`config.mk`:
```
export PLATFORM = sky130hd
export DESIGN_NAME = bci_core
export DESIGN_NICKNAME = d
export VERILOG_FILES = /design/src/bci_pkg.sv /design/src/bci_core.sv
export VERILOG_INCLUDE_DIRS = /design/src /design/src/src
export SDC_FILE = /design/constraint.sdc
export NUM_CORES = 1
export LEC_CHECK = 0
export BUFFER_PORTS_ARGS = -buffer_cell sky130_fd_sc_hd__buf_2
export CORE_MARGIN = 1.5
export CORE_UTILIZATION = 60
export CTS_CLUSTER_SIZE = 20
export DETAILED_ROUTE_END_ITERATION = 8
export PLACE_DENSITY_LB_ADDON = 0.3
export SLEW_MARGIN = 20
export SYNTH_ARGS = -nofsm -noshare
export SYNTH_HDL_FRONTEND = slang
export SYNTH_SLANG_ARGS = --single-unit
```
`constraint.sdc`:
```
create_clock -name pclk -period 6.3 [get_ports pclk]
set_input_delay 0 -clock pclk [delete_from_list [all_inputs] [get_ports pclk]]
set_output_delay 0 -clock pclk [all_outputs]
set_load 0.05 [all_outputs]
```
`src/bci_defines.svh`:
```
/*
 constants for the branch-condition and indicator block.
 assumes inclusion by bare name from src/.
*/
`ifndef BCI_DEFINES_SVH
`define BCI_DEFINES_SVH

`define BCI_ADDR_CMD 12'h000
`define BCI_ADDR_CTRL 12'h004
`define BCI_ADDR_STAT 12'h008
`define BCI_ADDR_IND_LO 12'h00C
`define BCI_ADDR_IND_HI 12'h010
`define BCI_ADDR_NEXT 12'h014
`define BCI_ADDR_TIME 12'h018
`define BCI_ADDR_DATA 12'h01C

`define BCI_OP_LSB 0
`define BCI_CODE_LSB 4
`define BCI_PADDR_LSB 12
`define BCI_NP_LSB 0
`define BCI_NQ_LSB 8
`define BCI_SGNP_BIT 16
`define BCI_SGNQ_BIT 17
`define BCI_CMPRES_LSB 18
`define BCI_NZ_LSB 20
`define BCI_DIG_LSB 0
`define BCI_FLAG_BIT 4
`define BCI_FIVE_BIT 6
`define BCI_CTL_START 0
`define BCI_CTL_RESET 1
`define BCI_CTL_CHKRST 2
`define BCI_CTL_PRTRST 3

`define BCI_T_BRANCH 16'd40
`define BCI_T_DIGIT 16'd70
`define BCI_T_INDIC 16'd60
`define BCI_T_LIKE_BASE 16'd65
`define BCI_T_UNLIKE_BASE 16'd80
`define BCI_T_UNLIKE_STEP 16'd15
`define BCI_T_PSTEP 16'd10
`define BCI_T_QSTEP 16'd5
`define BCI_CYC_PER_UNIT 8'd1
`define BCI_SEQ_STEP 20'h0000C

`define BCI_IND_NONE 7'd0
`define BCI_IND_RESET 64'h0000000040000000
`endif

```
`src/bci_pkg.sv`:
```
/*
 types for the branch-condition and indicator block.
 assumes no surroundings.
*/
package bci_pkg;
    typedef enum logic [3:0] {
        BCI_OPC_COMPARE,
        BCI_OPC_COMPARE_IMM,
        BCI_OPC_BRANCH,
        BCI_OPC_DIGIT,
        BCI_OPC_FLAG,
        BCI_OPC_RECORD,
        BCI_OPC_GROUP,
        BCI_OPC_IND_ON,
        BCI_OPC_IND_OFF,
        BCI_OPC_SELECT,
        BCI_OPC_ARITH
    } bci_opc_t;
    typedef enum logic [1:0] {
        BCI_ST_IDLE,
        BCI_ST_RUN,
        BCI_ST_DONE
    } bci_state_t;
endpackage : bci_pkg

```
`src/bci_core.sv`:
```
/*
 branch-condition evaluation and program-indicator bank, APB slave.
 assumes a 50 MHz pclk; operand facts are supplied by software.
*/
// The implementer's own choices: register access over APB and the placing of the registers.
`timescale 1ns/1ns
`include "bci_defines.svh"

// What this block and its program do
// RL1: alphameric collating order: blank, letters, digits
// RL2: program keeps marks out of operand data
// RL3: like-sign compare time 10(6.5+.5Dq+Dp)
// RL4: unlike-sign compare time 10(8+1.5Dz)
// RL5: immediate compare times like normal compare
// RL6: unconditional branch to P, 40 units
// RL7: branch on nonzero digit, 70 units
// RL8: branch when flag bit absent
// RL9: branch unless 8 and 2 bits present
// RL10: branch when no group mark
// RL11: indicator test by two-digit code, 60 units
// RL12: codes 01-04 mirror program switches
// RL13: read/write check set by io, cleared
// RL14: last card set, cleared by test, reset
// RL15: indicator 13 is OR of 11, 12
// RL16: arithmetic result sets high or zero
// RL17: exponent check set, cleared by test
// RL18: buffer parity indicators 16, 17
// RL19: indicator 19 ORs six error indicators
// RL20: index bands set by select, kept
// RL21: disk errors cleared, 39 their OR
// RL22: printer check: sync needs printer reset
// RL23: compare sets high or equal indicator
// RL24: program keeps branch targets even
// RL25: reset key clears indicators synchronously
module bci_core
    import bci_pkg::*;
#(
    parameter int unsigned CYC_PER_UNIT = 1
) (
    input wire logic pclk,
    input wire logic presetn,
    input wire logic psel,
    input wire logic penable,
    input wire logic pwrite,
    input wire logic [11:0] paddr,
    input wire logic [31:0] pwdata,
    output logic [31:0] prdata,
    output logic pready,
    output logic pslverr,
    input wire logic [3:0] prog_switch,
    input wire logic read_check_evt,
    input wire logic write_check_evt,
    input wire logic last_card_evt,
    input wire logic arith_check_evt,
    input wire logic exp_check_evt,
    input wire logic parity_even_evt,
    input wire logic parity_odd_evt,
    input wire logic [2:0] disk_err_evt,
    input wire logic disk_op_evt,
    input wire logic printer_parity_evt,
    input wire logic printer_sync_evt,
    input wire logic printer_reset_key,
    output logic busy,
    output logic branch_taken
);

    ////////////////////////////////////////////////////////////////////////
    logic apb_wr;
    logic apb_rd;
    logic [31:0] cmd_reg;
    logic [31:0] data_reg;
    logic [19:0] next_reg;
    logic [15:0] time_reg;
    logic [15:0] cnt_reg;
    logic [7:0] sub_reg;
    bci_state_t state_reg;
    logic [63:0] ind_reg;
    logic prt_sync_reg;
    logic start_pulse;
    logic reset_key;
    logic check_reset_key;
    logic [3:0] opnum;
    logic [6:0] sel_code;
    logic [19:0] p_addr;
    logic [5:0] dig;
    logic [63:0] ind_view;
    logic sel_bit;
    logic take;
    logic [15:0] dur;
    logic [1:0] cmpres;
    logic is_test;
    logic test_clears;

    assign apb_wr = psel && penable && pwrite;
    assign apb_rd = psel && penable && !pwrite;
    assign start_pulse = apb_wr && (paddr == `BCI_ADDR_CTRL) && pwdata[`BCI_CTL_START];
    assign reset_key = apb_wr && (paddr == `BCI_ADDR_CTRL) && pwdata[`BCI_CTL_RESET];
    assign check_reset_key = apb_wr && (paddr == `BCI_ADDR_CTRL) && pwdata[`BCI_CTL_CHKRST];
    assign opnum = cmd_reg[`BCI_OP_LSB +: 4];
    assign sel_code = cmd_reg[`BCI_CODE_LSB +: 7];
    assign p_addr = cmd_reg[`BCI_PADDR_LSB +: 20];
    assign dig = data_reg[`BCI_DIG_LSB +: 6];
    assign cmpres = data_reg[`BCI_CMPRES_LSB +: 2];

    ////////////////////////////////////////////////////////////////////////
    // combined indicators formed live, never stored
    always_comb begin
        ind_view = ind_reg;
        ind_view[4:1] = prog_switch; // RL12
        ind_view[13] = ind_reg[11] || ind_reg[12]; // RL15
        ind_view[39] = |ind_reg[38:36]; // RL21
        ind_view[19] = ind_reg[6] || ind_reg[7] || ind_reg[16] || ind_reg[17] || ind_reg[25]
            || (|ind_reg[38:36]); // RL19
    end

    assign sel_bit = ind_view[sel_code[5:0]]; // RL11

    ////////////////////////////////////////////////////////////////////////
    // branch decision and execution time in time units
    always_comb begin
        take = 1'b0;
        dur = `BCI_T_DIGIT;
        case (bci_opc_t'(opnum))
            BCI_OPC_COMPARE, BCI_OPC_COMPARE_IMM: begin // RL5
                if (data_reg[`BCI_SGNP_BIT] == data_reg[`BCI_SGNQ_BIT]) begin
                    dur = 16'(`BCI_T_LIKE_BASE + `BCI_T_PSTEP * 16'(data_reg[`BCI_NP_LSB +: 8])
                        + `BCI_T_QSTEP * 16'(data_reg[`BCI_NQ_LSB +: 8])); // RL3
                end else begin
                    dur = 16'(`BCI_T_UNLIKE_BASE
                        + `BCI_T_UNLIKE_STEP * 16'(data_reg[`BCI_NZ_LSB +: 8])); // RL4
                end
            end
            BCI_OPC_BRANCH: begin
                take = 1'b1; // RL6
                dur = `BCI_T_BRANCH; // RL6
            end
            BCI_OPC_DIGIT: take = (dig[3:0] != 4'h0); // RL7
            BCI_OPC_FLAG: take = !dig[`BCI_FLAG_BIT]; // RL8
            BCI_OPC_RECORD: take = !(dig[3] && dig[1]); // RL9
            BCI_OPC_GROUP: take = !(dig[3:0] == 4'hA && dig[`BCI_FIVE_BIT - 1]); // RL10
            BCI_OPC_IND_ON: begin
                take = sel_bit; // RL11
                dur = `BCI_T_INDIC; // RL11
            end
            BCI_OPC_IND_OFF: begin
                take = !sel_bit;
                dur = `BCI_T_INDIC;
            end
            BCI_OPC_SELECT: begin
                take = 1'b1;
                dur = `BCI_T_INDIC;
            end
            default: begin
                take = 1'b0;
                dur = `BCI_T_PSTEP;
            end
        endcase
    end

    assign is_test = (bci_opc_t'(opnum) == BCI_OPC_IND_ON) || (bci_opc_t'(opnum) == BCI_OPC_IND_OFF);
    // tests of 11, 12, 13, 19 and 30-32 clear nothing, nor of 25 after sync; other tested indicators clear
    assign test_clears = (state_reg == BCI_ST_RUN) && (cnt_reg == 16'h0000) && (sub_reg == 8'h00)
        && is_test; // RL15 RL19

    ////////////////////////////////////////////////////////////////////////
    always_ff @(posedge pclk or negedge presetn) begin
        if (!presetn) begin
            cmd_reg <= 32'h00000000;
            data_reg <= 32'h00000000;
        end else if (apb_wr && state_reg != BCI_ST_RUN) begin
            if (paddr == `BCI_ADDR_CMD) begin
                cmd_reg <= pwdata;
            end else if (paddr == `BCI_ADDR_DATA) begin
                data_reg <= pwdata;
            end
        end
    end

    always_ff @(posedge pclk or negedge presetn) begin
        if (!presetn) begin
            state_reg <= BCI_ST_IDLE;
            cnt_reg <= 16'h0000;
            sub_reg <= 8'h00;
            time_reg <= 16'h0000;
            next_reg <= 20'h00000;
            busy <= 1'b0;
            branch_taken <= 1'b0;
        end else begin
            case (state_reg)
                BCI_ST_IDLE, BCI_ST_DONE: begin
                    if (start_pulse && !reset_key) begin
                        state_reg <= BCI_ST_RUN;
                        cnt_reg <= dur - 16'h0001;
                        sub_reg <= 8'(CYC_PER_UNIT - 1);
                        time_reg <= dur;
                        busy <= 1'b1;
                    end
                end
                BCI_ST_RUN: begin
                    if (sub_reg != 8'h00) begin
                        sub_reg <= sub_reg - 8'h01;
                    end else if (cnt_reg != 16'h0000) begin
                        cnt_reg <= cnt_reg - 16'h0001;
                        sub_reg <= 8'(CYC_PER_UNIT - 1);
                    end else begin
                        state_reg <= BCI_ST_DONE;
                        busy <= 1'b0;
                        branch_taken <= take;
                        next_reg <= take ? p_addr : 20'(next_reg + `BCI_SEQ_STEP); // RL6 RL24
                    end
                end
                default: state_reg <= BCI_ST_IDLE;
            endcase
        end
    end

    ////////////////////////////////////////////////////////////////////////
    // indicator bank: events win over clears
    always_ff @(posedge pclk or negedge presetn) begin
        if (!presetn) begin
            ind_reg <= `BCI_IND_RESET; // RL20
        end else begin
            if (reset_key) begin
                ind_reg[7:6] <= 2'b00; // RL25 RL13
                ind_reg[9] <= 1'b0; // RL14
                ind_reg[12:11] <= 2'b00; // RL16
                ind_reg[17:14] <= 4'h0; // RL17
                ind_reg[38:36] <= 3'b000; // RL21
                if (!prt_sync_reg) begin
                    ind_reg[25] <= 1'b0; // RL22
                end
            end
            if (check_reset_key) begin
                ind_reg[7:6] <= 2'b00; // RL13
                ind_reg[17:16] <= 2'b00; // RL18
                ind_reg[38:36] <= 3'b000; // RL21
            end
            if (disk_op_evt) begin
                ind_reg[38:36] <= 3'b000; // RL21
            end
            if (printer_reset_key) begin
                ind_reg[25] <= 1'b0; // RL22
            end
            if (test_clears && sel_code != 7'd13 && sel_code != 7'd19 && !(sel_code >= 7'd30 && sel_code <= 7'd32)
                && !(sel_code == 7'd25 && prt_sync_reg) && !(sel_code == 7'd11 || sel_code == 7'd12)) begin
                ind_reg[sel_code[5:0]] <= 1'b0; // RL13 RL14 RL17 RL18 RL20
            end
            if (state_reg == BCI_ST_RUN && cnt_reg == 16'h0000 && sub_reg == 8'h00) begin
                if (bci_opc_t'(opnum) == BCI_OPC_COMPARE || bci_opc_t'(opnum) == BCI_OPC_COMPARE_IMM
                    || bci_opc_t'(opnum) == BCI_OPC_ARITH) begin
                    ind_reg[11] <= (cmpres == 2'b01); // RL16 RL23 RL1
                    ind_reg[12] <= (cmpres == 2'b10); // RL16 RL23
                end
                if (bci_opc_t'(opnum) == BCI_OPC_SELECT) begin
                    ind_reg[32:30] <= data_reg[2:0]; // RL20
                end
            end
            if (read_check_evt) ind_reg[6] <= 1'b1; // RL13
            if (write_check_evt) ind_reg[7] <= 1'b1; // RL13
            if (last_card_evt) ind_reg[9] <= 1'b1; // RL14
            if (arith_check_evt) ind_reg[14] <= 1'b1; // RL17
            if (exp_check_evt) ind_reg[15] <= 1'b1; // RL17
            if (parity_even_evt) ind_reg[16] <= 1'b1; // RL18
            if (parity_odd_evt) ind_reg[17] <= 1'b1; // RL18
            for (int i = 0; i < 3; i++) begin
                if (disk_err_evt[i]) ind_reg[36 + i] <= 1'b1; // RL21
            end
            if (printer_parity_evt || printer_sync_evt) ind_reg[25] <= 1'b1; // RL22
        end
    end

    always_ff @(posedge pclk or negedge presetn) begin
        if (!presetn) begin
            prt_sync_reg <= 1'b0;
        end else if (printer_sync_evt) begin
            prt_sync_reg <= 1'b1; // RL22
        end else if (printer_reset_key) begin
            prt_sync_reg <= 1'b0;
        end
    end

    ////////////////////////////////////////////////////////////////////////
    // apb read path, zero-wait
    always_ff @(posedge pclk or negedge presetn) begin
        if (!presetn) begin
            prdata <= 32'h00000000;
            pready <= 1'b0;
            pslverr <= 1'b0;
        end else begin
            pready <= psel && !penable;
            pslverr <= 1'b0;
            if (psel && !penable) begin
                if (paddr == `BCI_ADDR_CMD) begin
                    prdata <= cmd_reg;
                end else if (paddr == `BCI_ADDR_CTRL) begin
                    prdata <= 32'h00000000;
                end else if (paddr == `BCI_ADDR_STAT) begin
                    prdata <= {30'h00000000, branch_taken, busy};
                end else if (paddr == `BCI_ADDR_IND_LO) begin
                    prdata <= ind_view[31:0];
                end else if (paddr == `BCI_ADDR_IND_HI) begin
                    prdata <= ind_view[63:32];
                end else if (paddr == `BCI_ADDR_NEXT) begin
                    prdata <= {12'h000, next_reg};
                end else if (paddr == `BCI_ADDR_TIME) begin
                    prdata <= {16'h0000, time_reg};
                end else if (paddr == `BCI_ADDR_DATA) begin
                    prdata <= data_reg;
                end else begin
                    prdata <= 32'h00000000;
                    pslverr <= 1'b1;
                end
            end
        end
    end

    logic unused_rd;
    assign unused_rd = apb_rd;

endmodule : bci_core

```
### Word level (Yosys, flattened, before mapping)

Index checks and enable logic that the tools add are counted.
Widths: inputs -> output; s select.

| word-level totals | value |
|---|---|
| word-level logic and storage cells | 205 |
| bits of input ports | 67 |
| register bits after elaboration | 227 |
| output and inout bits | 36 |

| cells by class | value |
|---|---|
| multiply operators | 3 |
| equal/unequal tests | 34 |
| $add $sub $neg | 7 |
| bitwise operators | 5 |
| reduce and logical (&&, ||, !) cells | 66 |
| order comparisons | 4 |
| mux-type cells | 71 |

Operator list:

| cell | number |
|---|---|
| $mux 32 | 8 |
| $and 64x64->64 | 1 |
| $not 64->64 | 1 |
| $pmux 14 s4 | 1 |
| $eq 12x5->1 const B | 4 |
| $mux 16 | 3 |
| $mux 39 | 1 |
| $pmux 16 s2 | 1 |
| $sub 16x1->16 const B | 2 |
| $mux 1 | 31 |
| $add 7x12->13 const A | 2 |
| $eq 12x4->1 const B | 2 |
| $mux 8 | 3 |
| $logic_and 1x1->1 | 22 |
| $mul 3x8->11 const A | 2 |
| $add 20x4->20 const B | 1 |
| $mux 20 | 1 |
| $mux 2 | 9 |
| $eq 4x3->1 const B | 4 |
| $eq 4x4->1 const B | 4 |
| $logic_not 16->1 | 1 |
| $pmux 8 s2 | 1 |
| $reduce_bool 16->1 | 1 |
| $mux 3 | 5 |
| other kinds (43) | 79 |

### Longest topological paths before layout

Gate-level depths: netlist of run 1.

| logic depth | value |
|---|---|
| depth after elaboration | 12 |
| depth in mapped cells | 20 |
| mapped depth without buffers | 20 |

### Least setup slack after synthesis of run 1

Ideal clock, no wire load.

| path | value |
|---|---|
| path kind | register to register |
| from | reg data_reg[1] |
| to | reg cnt_reg[12] |
| setup time | 126 ps |
| path slack | 1269 ps |
| path buffers | 0 |
| cell stages (with the launch flop) | 16 |
| clock period less this slack | 5031 ps |
| arrival time | 4905 ps |
| cells stage by stage | dfrtp_1 -> ha_1 -> ha_1 -> fa_1 -> fa_1 -> fa_1 -> ha_1 -> and2_1 -> a221oi_1 -> a2111oi_0 -> nor3b_1 -> a41oi_1 -> nand4bb_1 -> or3_1 -> xnor2_1 -> a221o_1 |

| between the ends | value |
|---|---|
| longest elaborated chain between the ends | 8 |

RTL lines:

| what | line | source |
|---|---|---|
| start: declaration | bci_core.sv:71 | `logic [31:0] data_reg;` |
| start signal: assignment | bci_core.sv:174 | `data_reg <= pwdata;` |
| $mul 3x8->11 (no line) | -- |  |
| $add 7x12->13 (no line) | -- |  |
| $add 13x11->14 (no line) | -- |  |
| $mux 14 | bci_core.sv:125 | `` if (data_reg[`BCI_SGNP_BIT] == data_reg[`BCI_SGNQ_BIT]) begin `` |
| $pmux 14 s4 | bci_core.sv:123 | `case (bci_opc_t'(opnum))` |
| $sub 16x1->16 | bci_core.sv:193 | `cnt_reg <= dur - 16'h0001;` |
| $mux 16 | bci_core.sv:191 | `if (start_pulse && !reset_key) begin` |
| $pmux 16 s2 | bci_core.sv:189 | `case (state_reg)` |
| end signal: assignment | bci_core.sv:193 |  |
| end signal: assignment | bci_core.sv:203 | `cnt_reg <= cnt_reg - 16'h0001;` |
| end: declaration | bci_core.sv:74 | `logic [15:0] cnt_reg;` |

No other way between the ends. The select of a mux whose other input is x is not followed.
A chain may end at the register's enable or synchronous reset.

### Worst setup path after layout of run 1

Ends and elaborated chain as after synthesis.

==> impl_metrics.csv, run 1 <==
group,metric,value,unit
clocking,post_cts_buffers,0,
setup_path,arrival,6.18,ns
global_route,grt_pass1_vias,11400,
cells_and_area,diodes,0,
placement,dpl_cell_area,0.0141,mm2
global_route,antenna_found_initial,0,
setup_path,r2r-end,"cnt_reg[12]",
global_route,gr-total-overflow,0,
clocking,numClockSinks,217,
power,leakagePower,7.05,nW
sta,clock_skew,0.0263,ns
sta,tightest_slew,1.08,ns
logic_synthesis,yosysTopAreaCell,"dfrtp_1",
power,peakVddDrop,0.230,mV
logic_synthesis,synthTopCellsByArea,"dfrtp_1 (41%), ha_1 (6.7%), mux2_2 (6.1%), fa_1 (3.3%), nand2_1 (3.1%)",
clocking,clockBufferDepth,3,
cells_and_area,final_area,0.0154,mm2
clocking,insertion_delay,0.54,ns
routing,wl,39700,um
sta,grt_setup_unrepaired,"false",
setup_path,worstPathCellList,"ha_1 -> ha_1 -> fa_1 -> fa_1 -> fa_1 -> ha_1 -> and2_1 -> a221oi_1 -> a211oi_1 -> nor3_1 -> a41oi_1 -> nand4bb_1 -> or3_1 -> xnor2_1 -> a221o_1",
global_route,grt_max_degree,76,
clocking,cts_max_level,1,
cells_and_area,largest_reg_flops,57,
sta,drv_slew,0,
logic_synthesis,yosysWarnings,0,
setup_path,cp-startpoint,"data_reg[1]",
logic_synthesis,async_flop_share,100,%
clocking,clkTransAtPathRegs,0.06,ns
routing,wire_per_inst,22.7,um
routing,firstDrtPassIters,7,
power,power_density,201,mW/mm2
cells_and_area,multi_input_area,0.00748,mm2
cells_and_area,finalNetCount,1609,
cells_and_area,utilization,70.7,%
routing,route.vias.total,11500,
floorplanning,dieArea,0.0231,mm2
setup_path,timing.rr.start,"data_reg[1]",
logic_synthesis,ys_seq_area_share,40.7,%
outcome,status,"finished, final reports clean",
sta,setup_viol,0,
logic_synthesis,syn_nets,1481,
cells_and_area,final_common_cell,"dfrtp_1",
global_route,track_usage,34.6,%
setup_path,r2r_cells,15,
global_route,grt_pass1_wl,63100,um
setup_path,worstPathMaxFanout,7,
setup_path,crit_path_top_delay_cell,"a221oi_1",
floorplanning,rows,54,
clocking,cts_resized,0,
floorplanning,fp.dieW,152,um
placement,dpl.hpwl,28100,um
cells_and_area,seq_area,0.00543,mm2
routing,ant_nets,0,
hold_path,holdCritPathClass,"primary input to async pin",
routing,viasPerCell,6.56,
sta,maxSlewHeadroom,27.2,%
logic_synthesis,synth_ff_type,"dfrtp_1",
floorplanning,initial_core_util,61.1,%
cells_and_area,area_delta_synth_final,15.6,%
setup_path,cp-end-kind,"flip-flop",
cells_and_area,drive_gt1_share,19.1,%
placement,port_buffers,102,
clocking,clock-root-buffer,"clkbuf_16",
routing,drtIter0Drc,1223,
setup_path,start_kind,"flip-flop",
routing,drc,0,
clocking,cts_tree,"done",
cells_and_area,fillers,1567,
logic_synthesis,yosysUniqueCellTypes,91,
sta,finalHoldViolCount,0,
logic_synthesis,ys_ff_latch,217,
logic_synthesis,synth_area,0.0133,mm2
cells_and_area,layout_common_cells,"dfrtp_1 (216), nand2_1 (110), nor2_1 (103)",
setup_path,rrSetupSlack,0.54,ns
floorplanning,ios,103,
sta,finalCritPeriodShare,91.5,%
logic_synthesis,synth_edf_count,0,
sta,setup_tns,0,ns
flow_run,cap_viol_max_count,0,
logic_synthesis,syn_avg_cell_area,10.1,um2
setup_path,required,6.71,ns
sta,max_freq,174,MHz
logic_synthesis,syn_inst,1321,
sta,min_period,5.76,ns
floorplanning,die_height,152,um
floorplanning,core-area,0.0218,mm2
setup_path,cpPeakStageDelay,0.53,ns
placement,gp_congestion,0.962,
logic_synthesis,synth_top_area_share,40.5,%
clocking,cts_buffers,24,
setup_path,crit_type,"flip-flop to flip-flop",
==> cells in the mapped netlist (all sizes together) (10+ instances only) <==
master / number
o211ai: 20
nand3: 23
inv: 43
clkbuf: 51
nand2b: 24
and2: 11
xnor2: 26
buf: 21
o21ai: 72
a21o: 11
xor2: 13
ha: 71
a221oi: 17
mux2: 84
or2: 12
nor4: 13
mux4: 10
mux2i: 27
dfrtp: 216
a22oi: 39
fa: 22
nor2: 107
o21a: 42
nor2b: 11
nor3: 29
nand2: 110
a21oi: 55
a31oi: 25
==> power by group <==
part	internal, mW	total, mW	switching [mW]
clock	0.833	1.43	0.595
combinational	0.0795	0.245	0.165
sequential	1.42	1.43	0.0168
total	2.33	3.10	0.777
==> metal layers <==
| metal | wire (um) | up-vias | GRT usage (%) |
|---|---|---|---|
| met5 | 0 | - | 0 |
| met2 | 17700 | 662 | 52.2 |
| li1 | - | 5102 | - |
| met3 | 4330 | 120 | 8.59 |
| met1 | 16000 | 5576 | 48.1 |
| met4 | 1710 | 0 | 14.2 |
==> worst max-delay path by stage <==
stage,end,cells past startpoint,slack (ns)
floorplan,cnt_reg[12],15,1.27
global placement,cnt_reg[12],15,0.92
detailed placement,cnt_reg[12],15,0.68
CTS,cnt_reg[12],15,0.63
global route,cnt_reg[12],15,0.26
finish,cnt_reg[12],15,0.54
==> cell families (layout without fill, tap and decap cells) <==
logic type               Yosys count  in the layout  synth area share, %
AND/OR/NAND/NOR                  393            393                 14.9
XOR/XNOR                          39             39                 2.67
buffers and inverters            115            261                 3.40
AO/OA/AOI/OAI                    343            343                 17.6
adder cells (fa/ha/maj)           93             93                 9.96
multiplexers                     121            121                 10.8
flip-flops                       217            217                 40.7
==> worst max-delay path, delay by kind of cell (launching register included) <==
kind,cells,cell delay (ns)
flops,1,0.47
xor+xnor,1,0.16
simple gates,4,1.50
fa+ha+maj,6,2.30
compound gates,4,1.21
==> what timing repair did <==
item / in CTS / in global routing
endpoints found under the hold margin: 153 / 0
endpoints found under the setup margin: 0 / 0
hold buffers: 56 / 0
==> through the flow <==
stage          power (mW)  hold slack [ns]  worst slack (ns)  cells
4_1_cts              3.11           0.0541             0.633   1747
5_1_grt              3.19           0.0762             0.264   1747
2_1_floorplan        1.58           -0.296              1.27   1321
3_5_place_dp         1.67           0.0183             0.677   1647
3_3_place_gp         1.67          0.00809             0.918   1647
6_report             3.10           0.0264             0.537   1747
==> cell type report <==
class                      instances  share of cell area [%]
multi-input combinational        989                    48.5
clock buffer                      33                    4.37
inverter                          43                    1.05
clock inverter                    11                   0.795
sequential                       217                    35.2
timing repair buffer             174                    7.79
tap                              280                    2.27
Note: power is estimated with default switching activity, not from simulation.
==> inputs of run 2 (changes only) <==
Settings changed: CORE_UTILIZATION 60 to 40, RECOVER_POWER from default to 25.
==> run 2 against run 1 <==
The flow now finishes with violations (capacitance limit, slew limit). Final cell count increased by 9.7%. Maximum frequency is 1.6% higher. First-iteration DRC count shrank 20%. Critical path depth unchanged. Register-to-register slack better by 0.09 ns. Worst setup slack improved by 0.088 ns. Flip-flop and latch count is the same. Global-route usage shrank 9.8 points. Non-clock buffer count increased by 2. Sequential share of layout area shrank 0.68 points. Clock skew shrank 0.011 ns. Utilization shrank 23 points.
==> impl_metrics.csv, run 2 (synthesis results as in run 1) <==
group,metric,value,unit
hold_path,holdPathEnd,"prdata[1]",
routing,drc,0,
floorplanning,die_height,186,um
placement,dp.cells,1811,
setup_path,required,6.72,ns
routing,firstDrtPassIters,5,
sta,maxSlewHeadroom,-240,%
sta,whs,0.0446,ns
global_route,gr-total-overflow,0,
placement,dpl.hpwl,30900,um
power,total_power,3.29,mW
floorplanning,ios,103,
routing,wl,42200,um
power,peakVddDrop,0.201,mV
sta,setup_tns,0,ns
cells_and_area,drive_gt1_share,17.6,%
setup_path,crit_type,"flip-flop to flip-flop",
placement,port_buffers,102,
setup_path,r2r-end,"cnt_reg[12]",
sta,drv_slew,143,
hold_path,hold_depth,5,
setup_path,worstPathMaxFanout,7,
cells_and_area,diodes,0,
global_route,track_usage,24.9,%
setup_path,rrSetupSlack,0.63,ns
routing,ant_nets,0,
sta,finalCritPeriodShare,90.1,%
routing,viasPerCell,5.79,
sta,tightest_slew,5.09,ns
setup_path,timing.rr.start,"data_reg[1]",
sta,max_freq,176,MHz
sta,grt_setup_unrepaired,"false",
clocking,clkTransAtPathRegs,0.06,ns
sta,finalHoldViolCount,0,
flow_run,cap_viol_max_count,2,
setup_path,arrival,6.09,ns
placement,gp_congestion,0.930,
setup_path,crit_path_top_delay_cell,"a221oi_1",
hold_path,holdCritPathClass,"primary input to flip-flop",
floorplanning,initial_core_util,40.8,%
sta,finalWorstSetupSlack,0.626,ns
global_route,antenna_found_initial,0,
cells_and_area,fin_cells,1916,
clocking,insertion_delay,0.56,ns
clocking,cts_resized,0,
routing,drtIter0Drc,983,
global_route,grt_pass1_wl,64900,um
sta,clock_skew,0.0155,ns
clocking,clockBufferDepth,3,
sta,setup_viol,0,
global_route,grt_max_degree,94,
sta,min_period,5.67,ns
cells_and_area,finalNetCount,1614,
placement,place_ws,0.764,ns
floorplanning,core-area,0.0327,mm2
floorplanning,fp.dieW,186,um
power,power_density,210,mW/mm2
routing,route.vias.total,11100,
cells_and_area,area_delta_synth_final,17.8,%
clocking,cts_buffers,27,
cells_and_area,final_area,0.0157,mm2
clocking,clock-root-buffer,"clkbuf_16",
setup_path,cpPeakStageDelay,0.52,ns
cells_and_area,largest_reg_flops,57,
setup_path,start_kind,"flip-flop",
setup_path,r2r_cells,15,
clocking,cts_tree,"done",
floorplanning,rows,66,
setup_path,worstPathCellList,"ha_1 -> ha_1 -> fa_1 -> fa_1 -> fa_1 -> ha_1 -> and2_1 -> a221oi_1 -> a2111oi_0 -> nor3b_1 -> a41oi_1 -> nand4bb_1 -> or3_1 -> xnor2_1 -> a221o_1",
global_route,grt_pass1_vias,11000,
floorplanning,dieArea,0.0345,mm2
cells_and_area,utilization,48.1,%
outcome,failed_checks,"capacitance limit, slew limit",
cells_and_area,final_common_cell,"dfrtp_1",
clocking,cts_max_level,1,
setup_path,critPathTopFamily,"adder cells",
outcome,status,"complete, but fails checks",
clocking,numClockSinks,217,
setup_path,crit_buf_inv,0,
routing,wire_per_inst,22.0,um
placement,dpl_cell_area,0.0143,mm2
cells_and_area,layout_common_cells,"dfrtp_1 (216), nand2_1 (110), nor2_1 (103)",
hold_path,min_from,"prog_switch[0]",
setup_path,cp-end-kind,"flip-flop",
power,leakagePower,7.03,nW
-- run 2: cell types whose count changed in the layout (fill, tap and decap cells not counted), sizes merged --
| cell | change |
|---|---|
| clkbuf | +32 |
| clkinv | -3 |
| inv | +2 |
| bufinv | +1 |
| buf | -25 |
-- run 2: worst reg2reg max path, cell delays in order (launching register included) --
cell	delay, ns
dfrtp_1	0.46
ha_1	0.34
ha_1	0.23
fa_1	0.48
fa_1	0.41
fa_1	0.48
ha_1	0.37
and2_1	0.19
a221oi_1	0.52
a2111oi_0	0.21
nor3b_1	0.47
a41oi_1	0.21
nand4bb_1	0.30
or3_1	0.42
xnor2_1	0.16
a221o_1	0.30
-- run 2: per-layer routing --
metal	vias to the layer above	track usage, %	wire length (um)
met3	102	3.83	2600
li1	5103	-	-
met2	373	40.9	19800
met4	0	10.3	1870
met5	-	0	0
met1	5522	32.7	18000
-- run 2: worst max-delay path by stage --
stage                            from  depth (start not counted)  slack (ns)     endpoint
after global placement    data_reg[1]                         15        0.85  cnt_reg[12]
final                     data_reg[1]                         15        0.63  cnt_reg[12]
after floorplan           data_reg[1]                         15        1.27  cnt_reg[12]
after detailed placement  data_reg[1]                         15        0.76  cnt_reg[12]
after CTS                 data_reg[1]                         15        0.68  cnt_reg[12]
after global routing      data_reg[1]                         15        0.26  cnt_reg[12]
-- run 2: timing repair --
| action | 4_1_cts | 5_1_grt |
|---|---|---|
| buffers inserted | 0 | 0 |
| hold endpoints to repair | 173 | 0 |
| hold buffers | 56 | 0 |
-- run 2: layout make-up --
class,count,area (um2)
flip-flops and latches,217,5430
well taps,442,553
inverters,43,161
clock buffers,38,777
clock inverters,11,151
fillers,3089,17000
repair buffers,176,1170
multi-input cells,989,7480
-- run 2: power breakdown --
part / switching [mW] / leakage (nW) / internal, mW / total, mW
combinational: 0.165 / 3.76 / 0.0757 / 0.241
clock: 0.635 / 0.458 / 0.984 / 1.62
sequential: 0.0175 / 2.81 / 1.42 / 1.43
total: 0.818 / 7.03 / 2.48 / 3.29
